===== config.mk =====
export PLATFORM = sky130hd
export DESIGN_NAME = asts_sequencer
export DESIGN_NICKNAME = d
export VERILOG_FILES = /design/src/rtl/asts_pkg.sv /design/src/rtl/asts_sequencer.sv
export SDC_FILE = /design/constraint.sdc
export NUM_CORES = 1
export LEC_CHECK = 0
export BUFFER_PORTS_ARGS = -buffer_cell sky130_fd_sc_hd__buf_4
export CAP_MARGIN = 20
export CELL_PAD_IN_SITES_DETAIL_PLACEMENT = 1
export CELL_PAD_IN_SITES_GLOBAL_PLACEMENT = 1
export CORE_AREA = 2 2 96 135
export CTS_BUF_LIST = sky130_fd_sc_hd__clkbuf_16
export DETAILED_ROUTE_END_ITERATION = 6
export DIE_AREA = 0 0 98 137
export MAX_ROUTING_LAYER = met4
export PLACE_DENSITY_LB_ADDON = 0.1
export SYNTH_ARGS = -nofsm -noshare
export SYNTH_HDL_FRONTEND = slang
export SYNTH_SLANG_ARGS = --single-unit
export TNS_END_PERCENT = 100

===== constraint.sdc =====
create_clock -name ref_clk -period 2.3 [get_ports ref_clk]
set_input_delay 0.115 -clock ref_clk [delete_from_list [all_inputs] [get_ports ref_clk]]
set_output_delay 0.115 -clock ref_clk [all_outputs]
set_load 0.05 [all_outputs]

===== src/rtl/asts_pkg.sv =====
package asts_pkg;
    // register byte addresses
    localparam logic [7:0] ADDR_MODE_CTRL0 = 8'h00;
    localparam logic [7:0] ADDR_MODE_CTRL2 = 8'h04;
    localparam logic [7:0] ADDR_CHAN_SEL = 8'h08;
    localparam logic [7:0] ADDR_RESULT_BASE = 8'h20;
    localparam int NUM_RESULTS = 8;
    localparam int NUM_SLOTS = 4;
    // mode_control_0 field positions
    localparam int POS_ENABLE = 0;
    localparam int POS_ACTIVE = 1;
    localparam int POS_MODE_LO = 2;
    localparam int POS_MODE_HI = 3;
    // mode_control_2 / channel select positions
    localparam int POS_BUF_MODE = 0;
    localparam int POS_CHAN_HI = 2;
    // operating_mode_field encodings
    localparam logic [1:0] MODE_CONT_SELECT = 2'h0;
    localparam logic [1:0] MODE_CONT_SCAN = 2'h1;
    localparam logic [1:0] MODE_ONESHOT_SELECT = 2'h2;
    localparam logic [1:0] MODE_ONESHOT_SCAN = 2'h3;
    // reset values and the last four-buffer slot
    localparam logic [1:0] RST_MODE = 2'h0;
    localparam logic RST_BUF_MODE = 1'b0;
    localparam logic [2:0] RST_CHAN = 3'h0;
    localparam logic [2:0] LAST_SLOT = 3'h3;

    typedef enum logic [2:0] {
        ASTS_IDLE = 3'b001,
        ASTS_START = 3'b010,
        ASTS_WAIT = 3'b100
    } asts_state_t;
endpackage : asts_pkg


===== src/rtl/asts_sequencer.sv =====
`timescale 1ns/1ps
module asts_sequencer
    import asts_pkg::*;
#(
    parameter int RES_W = 10
) (
    input wire logic ref_clk,
    input wire logic reset,
    input wire logic [7:0] regAddr,
    input wire logic [31:0] regWdata,
    input wire logic regWr,
    input wire logic regRd,
    output logic [31:0] regRdata,
    output logic convStart,
    output logic convAbort,
    output logic [2:0] convChannel,
    input wire logic convDone,
    input wire logic [RES_W-1:0] convData,
    output logic convEndIrq,
    output logic convActive
);
    if (RES_W < 1 || RES_W > 32) begin : g_bad_width
        $error("RES_W must lie between 1 and 32");
    end

    typedef struct packed {
        asts_state_t state;
        logic enable;
        logic [1:0] mode;
        logic bufMode;
        logic [2:0] chan;
        logic [2:0] cnt;
        logic startPulse;
        logic abortPulse;
        logic irq;
        logic [2:0] channel;
        logic [31:0] rdata;
        logic [NUM_RESULTS-1:0][RES_W-1:0] result;
    } asts_regs_t;

    asts_regs_t s;
    asts_regs_t next_s;

    function automatic logic isScan(input logic [1:0] m);
        return m[0];
    endfunction : isScan

    // scan ignores the buffer bit, so four-buffer only exists in select
    function automatic logic isQuad(input logic [1:0] m, input logic b);
        return !m[0] && b;
    endfunction : isQuad

    logic hitM0;
    logic hitM2;
    logic hitCh;
    logic ctrlWrite;
    logic [2:0] storeIdx;
    logic lastConv;
    logic [2:0] rdIdx;

    assign hitM0 = regWr && regAddr == ADDR_MODE_CTRL0;
    assign hitM2 = regWr && regAddr == ADDR_MODE_CTRL2;
    assign hitCh = regWr && regAddr == ADDR_CHAN_SEL;
    assign ctrlWrite = hitM0 || hitM2 || hitCh;
    assign rdIdx = regAddr[4:2];

    always_comb begin
        if (isQuad(s.mode, s.bufMode)) begin
            storeIdx = s.cnt;
            lastConv = s.cnt == LAST_SLOT;
        end else if (isScan(s.mode)) begin
            storeIdx = s.cnt;
            lastConv = s.cnt == s.chan;
        end else begin
            storeIdx = s.chan;
            lastConv = 1'b1;
        end
    end

    always_comb begin
        next_s = s;
        next_s.startPulse = 1'b0;
        next_s.abortPulse = 1'b0;
        next_s.irq = 1'b0;
        next_s.rdata = 32'h0000_0000;

        if (regRd) begin
            if (regAddr == ADDR_MODE_CTRL0) begin
                next_s.rdata[POS_ENABLE] = s.enable;
                next_s.rdata[POS_ACTIVE] = s.state != ASTS_IDLE;
                next_s.rdata[POS_MODE_HI:POS_MODE_LO] = s.mode;
            end else if (regAddr == ADDR_MODE_CTRL2) begin
                next_s.rdata[POS_BUF_MODE] = s.bufMode;
            end else if (regAddr == ADDR_CHAN_SEL) begin
                next_s.rdata[POS_CHAN_HI:0] = s.chan;
            end else if (regAddr[7:5] == ADDR_RESULT_BASE[7:5] && regAddr[1:0] == 2'h0) begin
                next_s.rdata[RES_W-1:0] = s.result[rdIdx];
            end
        end

        unique case (s.state)
            ASTS_IDLE: begin
            end
            ASTS_START: begin
                next_s.startPulse = 1'b1;
                next_s.channel = isScan(s.mode) ? s.cnt : s.chan;
                next_s.state = ASTS_WAIT;
            end
            ASTS_WAIT: begin
                if (convDone && !ctrlWrite) begin
                    next_s.result[storeIdx] = convData;
                    next_s.irq = lastConv;
                    if (lastConv) begin
                        next_s.cnt = 3'h0;
                        if (s.mode[1]) begin
                            // one-shot end: software must set enable again
                            next_s.enable = 1'b0;
                            next_s.state = ASTS_IDLE;
                        end else begin
                            next_s.state = ASTS_START;
                        end
                    end else begin
                        next_s.cnt = s.cnt + 3'h1;
                        next_s.state = ASTS_START;
                    end
                end
            end
        endcase

        // a control write always wins over a completing conversion
        if (ctrlWrite) begin
            if (hitM0) begin
                next_s.enable = regWdata[POS_ENABLE];
                next_s.mode = regWdata[POS_MODE_HI:POS_MODE_LO];
            end
            if (hitM2) begin
                next_s.bufMode = regWdata[POS_BUF_MODE];
            end
            if (hitCh) begin
                next_s.chan = regWdata[POS_CHAN_HI:0];
            end
            next_s.abortPulse = s.state == ASTS_WAIT;
            // a start launched now would orphan a conversion the core never ends
            next_s.startPulse = 1'b0;
            next_s.cnt = 3'h0;
            if (next_s.enable) begin
                next_s.state = ASTS_START;
            end else begin
                next_s.state = ASTS_IDLE;
            end
        end
    end

    always_ff @(posedge ref_clk) begin
        if (reset) begin
            s.state <= ASTS_IDLE;
            s.enable <= 1'b0;
            s.mode <= RST_MODE;
            s.bufMode <= RST_BUF_MODE;
            s.chan <= RST_CHAN;
            s.cnt <= 3'h0;
            s.startPulse <= 1'b0;
            s.abortPulse <= 1'b0;
            s.irq <= 1'b0;
            s.channel <= 3'h0;
            s.rdata <= 32'h0000_0000;
            s.result <= '0;
        end else begin
            s <= next_s;
        end
    end

    assign regRdata = s.rdata;
    assign convStart = s.startPulse;
    assign convAbort = s.abortPulse;
    assign convChannel = s.channel;
    assign convEndIrq = s.irq;
    assign convActive = s.state != ASTS_IDLE;

    // plain net so the abort check can look one cycle back
    logic inWait;
    assign inWait = s.state == ASTS_WAIT;
endmodule : asts_sequencer


==> report_table.html <==
<table>
<tr><th>Metric</th><th>Value</th></tr>
<tr><th colspan="2">Die</th></tr>
<tr><td>I/O pin count</td><td>94</td></tr>
<tr><td>Die W</td><td>between 90 and 100 µm</td></tr>
<tr><td>Core outline area</td><td>0.01219 mm²</td></tr>
<tr><td>Die area</td><td>approximately 0.013 mm²</td></tr>
<tr><td>Initial cell density of the core</td><td>0.4207</td></tr>
<tr><td>Floorplan die height</td><td>137 µm</td></tr>
<tr><td>Placement row count</td><td>between 40 and 50</td></tr>
<tr><th colspan="2">Clock tree</th></tr>
<tr><td>Num Clock Sinks</td><td>approximately 110</td></tr>
<tr><td>Insertion delay to the later sink of the worst-skew pair</td><td>around 340 ps</td></tr>
<tr><td>Number of CTS-inserted buffers</td><td>9</td></tr>
<tr><td>Hold bufs inserted after CTS</td><td>0</td></tr>
<tr><td>CTS clock-pin slew for the worst setup and hold paths</td><td>~70 ps</td></tr>
<tr><td>Post-CTS setup buffers</td><td>0</td></tr>
<tr><td>PostCTS Resize Cnt</td><td>0</td></tr>
<tr><td>Clock root cell</td><td>sky130_fd_sc_hd__clkbuf_16</td></tr>
<tr><td>Deepest clock path buffer count</td><td>2</td></tr>
<tr><td>CTS HTree Levels</td><td>3</td></tr>
<tr><td>Clock tree from TritonCTS</td><td>built</td></tr>
<tr><th colspan="2">Setup path</th></tr>
<tr><td>Worst setup SP type</td><td>flop</td></tr>
<tr><td>Reg-to-Reg End</td><td>s[79]</td></tr>
<tr><td>Worst endpoint required time</td><td>2500 ps</td></tr>
<tr><td>Path depth of the worst reg2reg path</td><td>7</td></tr>
<tr><td>Maximum net fanout on the critical path</td><td>10</td></tr>
<tr><td>Class of the most critical setup path</td><td>reg -&gt; reg</td></tr>
<tr><td>Register-to-Register Setup Slack</td><td>a little under 300 ps</td></tr>
<tr><td>Type of element capturing the critical path</td><td>flop</td></tr>
<tr><td>Worst R2R Start</td><td>s[124]</td></tr>
<tr><td>Critical Path AT</td><td>approximately 2200 ps</td></tr>
<tr><th colspan="2">Logic synthesis</th></tr>
<tr><td>Post-synth cell types</td><td>48</td></tr>
<tr><td>Flip-flop and latch count after synthesis</td><td>109</td></tr>
<tr><td>Post-synth ARST share</td><td>0</td></tr>
<tr><td>Number of enable-type register cells in the synthesized netlist</td><td>0</td></tr>
<tr><td>Most used standard cell by instance count after synthesis</td><td>sky130_fd_sc_hd__dfxtp_1</td></tr>
<tr><td>Portion of synthesized cell area occupied by the leading cell type</td><td>0.4255</td></tr>
<tr><td>Most used standard cells in the synthesized netlist</td><td>sky130_fd_sc_hd__dfxtp_1 (109), sky130_fd_sc_hd__nor2_1 (104), sky130_fd_sc_hd__mux2i_1 (97)</td></tr>
<tr><td>Cell Area, Synth</td><td>around 0.0051 mm²</td></tr>
<tr><td>Count of warnings emitted by yosys</td><td>0</td></tr>
<tr><td>Main area contributors after synthesis</td><td>sky130_fd_sc_hd__dfxtp_1 (43%), sky130_fd_sc_hd__mux2i_1 (19%), sky130_fd_sc_hd__mux4_2 (8.8%)</td></tr>
<tr><td>Syn_area_per_cell</td><td>about 10 µm²</td></tr>
<tr><td>Cell type with the largest total area after synthesis</td><td>sky130_fd_sc_hd__dfxtp_1</td></tr>
<tr><td>Post-Syn Instances</td><td>507</td></tr>
<tr><td>Share of synthesized area occupied by flip-flops and latches</td><td>0.4255</td></tr>
<tr><td>Ys flop type</td><td>sky130_fd_sc_hd__dfxtp_1</td></tr>
<tr><th colspan="2">STA</th></tr>
<tr><td>Setup skew after layout</td><td>approximately 4.7 ps</td></tr>
<tr><td>Max_slew headroom</td><td>0.5922</td></tr>
<tr><td>Fin crit share</td><td>0.8740</td></tr>
<tr><td>RSZ-0062 raised after global routing</td><td>no</td></tr>
<tr><td>Transition time of the tightest slew-check pin</td><td>611.8 ps</td></tr>
<tr><td>Clock period minus final worst setup slack</td><td>just over 2000 ps</td></tr>
<tr><td>Fmax achieved</td><td>roughly 500 MHz</td></tr>
<tr><td>Setup TNS</td><td>0 ps</td></tr>
<tr><td>Setup-failing EPs final</td><td>0</td></tr>
<tr><td>Worst hold slack across all endpoints</td><td>between 20 and 25 ps</td></tr>
<tr><td>Final Hold Vio Count</td><td>0</td></tr>
<tr><td>Max-slew violation count</td><td>0</td></tr>
<tr><th colspan="2">Placement</th></tr>
<tr><td># port buffers</td><td>between 40 and 50</td></tr>
<tr><td>Weighted congestion reported at the end of routability-driven placement</td><td>about 0.8</td></tr>
<tr><td>Placed Instance Area</td><td>around 0.0054 mm²</td></tr>
<tr><td>Final HPWL DP</td><td>approximately 8.4 mm</td></tr>
<tr><th colspan="2">Global routing</th></tr>
<tr><td>Pin count of the biggest net entering global routing</td><td>58</td></tr>
<tr><td>First-pass GRT wire length</td><td>19.49 mm</td></tr>
<tr><td>Initial antenna violation count</td><td>0</td></tr>
<tr><td>Vias in the first global route</td><td>about 3700</td></tr>
<tr><td>Total overflow reported by the global router</td><td>0</td></tr>
<tr><td>Global-route usage over all layers</td><td>0.1915</td></tr>
<tr><th colspan="2">Detailed routing</th></tr>
<tr><td>Total iterations of the first detailed-routing run</td><td>4</td></tr>
<tr><td>Routed length per instance</td><td>17.76 µm</td></tr>
<tr><td>DRC violation total after the first TritonRoute iteration</td><td>130</td></tr>
<tr><td>Antenna Nets Post-Route</td><td>0</td></tr>
<tr><td>Routed Wire Length</td><td>12.12 mm</td></tr>
<tr><td>Vias per std cell</td><td>5.192</td></tr>
<tr><td>Post-route DRC</td><td>0</td></tr>
<tr><td>Vias after detailed routing</td><td>3541</td></tr>
<tr><th colspan="2">Power</th></tr>
<tr><td>Leak Pwr</td><td>around 2.5 nW</td></tr>
<tr><td>Power dissipated by switching net loads</td><td>~0.00085 W</td></tr>
<tr><td>Reg power frac</td><td>0.536</td></tr>
<tr><td>PwrDens</td><td>roughly 600 mW/mm²</td></tr>
<tr><td>PnR Total Power</td><td>between 0.003 and 0.004 W</td></tr>
<tr><td>Internal Power</td><td>around 0.0027 W</td></tr>
<tr><td>Clk network pwr share</td><td>0.395</td></tr>
<tr><td>Worst ir drop on vdd</td><td>~0.0003 V</td></tr>
<tr><td>Combinational share of power</td><td>0.069</td></tr>
<tr><td>Switching fraction of total power</td><td>0.2425</td></tr>
<tr><th colspan="2">Cells and area</th></tr>
<tr><td>NumNets Final</td><td>approximately 580</td></tr>
<tr><td>Synth-to-layout area growth</td><td>11.00%</td></tr>
<tr><td>Antenna cell count</td><td>0</td></tr>
<tr><td>Area of all placed cells without fillers</td><td>0.005693 mm²</td></tr>
<tr><td>Proportion of layout cells with a drive suffix above 1</td><td>0.1955</td></tr>
<tr><td>Post-layout util</td><td>0.4670</td></tr>
<tr><th colspan="2">Run</th></tr>
<tr><td>Max-cap violation count</td><td>0</td></tr>
<tr><th colspan="2">Status</th></tr>
<tr><td>Run status</td><td>complete, no violations</td></tr>
<tr><th colspan="2">Min path</th></tr>
<tr><td>Worst min path class</td><td>in -&gt; reg</td></tr>
<tr><td>Capture endpoint of the worst hold path</td><td>s[126]</td></tr>
<tr><td>Worst min-delay path startpoint</td><td>regWdata[3]</td></tr>
<tr><td>Hold path cells</td><td>3</td></tr>
</table>
stage by stage:
step,setup WS [ps],instances
after floorplan,596.3,528
after CTS,294.3,682
after global routing,175.2,682
final,289.9,682
after global placement,354.7,666
after detailed placement,328.5,666
cell type report:
cell class / instances / area (µm²)
Clock inverter: 7 / 35.03
Timing Repair Buffer: 64 / 505.5
Sequential cell: 109 / 2182
Fill cell: 1389 / 6499
Tap cell: 150 / 187.7
Multi-Input combinational cell: 338 / 2539
Inverter: 5 / 18.77
Clock buffer: 9 / 225.2
logic make-up after synthesis:
| group | after synthesis | synth area share |
|---|---|---|
| and+or+nand+nor | 155 | 0.1393 |
| muxes | 118 | 0.2798 |
| xor gates and xnor gates | 3 | 0.005124 |
| AOI/OAI and AO/OA | 38 | 0.04684 |
| DFF | 109 | 0.4255 |
| adders and majority gates | 2 | 0.004878 |
| buffers and inverters | 81 | 0.09783 |
| other | 1 | 0.0007312 |
cell usage in the layout (no fill, tap or decap), types with 7 or more instances in the layout:
| master | count |
|---|---|
| sky130_fd_sc_hd__dfxtp_1 | 109 |
| sky130_fd_sc_hd__nor2_1 | 104 |
| sky130_fd_sc_hd__mux2i_1 | 97 |
| sky130_fd_sc_hd__buf_4 | 62 |
| sky130_fd_sc_hd__conb_1 | 22 |
| sky130_fd_sc_hd__mux4_2 | 20 |
| sky130_fd_sc_hd__nand2_1 | 14 |
| sky130_fd_sc_hd__a21oi_1 | 10 |
| sky130_fd_sc_hd__clkbuf_16 | 9 |
| sky130_fd_sc_hd__inv_1 | 7 |
per-layer routing:
layer	share of wire	track usage	wire length [µm]	up-vias
met5	0	-	0	-
met4	0.018	0.06327	217	0
met3	0.026	0.02554	315	13
met2	0.54	0.3425	6510	50
met1	0.42	0.2218	5071	1742
li1	-	-	-	1736
worst max-delay path: stages, from the launching register on:
cell	delay [ps]
sky130_fd_sc_hd__dfxtp_1	490
sky130_fd_sc_hd__or2_1	260
sky130_fd_sc_hd__mux2i_2	270
sky130_fd_sc_hd__buf_4	190
sky130_fd_sc_hd__nand3b_1	120
sky130_fd_sc_hd__buf_4	270
sky130_fd_sc_hd__mux2i_1	220
sky130_fd_sc_hd__nor2_1	50
state kept, by name, summed over array words and instances (netlist names):
name and count:
s 93, regRdata 10, convChannel 3, convAbort 1, convEndIrq 1, convStart 1
power groups by stage:
stage	clock [W]	combinational [W]	sequential (W)
after floorplan	0	0.000208	0.00193
after global placement	0	0.000241	0.00193
after detailed placement	0	0.000244	0.00193
after CTS	0.00144	0.000244	0.00189
after global routing	0.00152	0.000260	0.00189
final	0.00139	0.000243	0.00189
worst max path at each step:
| stage | start | end | slack, ps | cells past startpoint |
|---|---|---|---|---|
| 3_3_place_gp | s[124] | s[40] | 350 | 6 |
| 5_1_grt | s[124] | s[79] | 180 | 7 |
| 4_1_cts | s[124] | s[40] | 290 | 6 |
| 6_report | s[124] | s[79] | 290 | 7 |
| 3_5_place_dp | s[124] | s[40] | 330 | 6 |
| 2_1_floorplan | s[124] | s[70] | 600 | 7 |
Note: power is estimated with default switching activity, not from simulation.
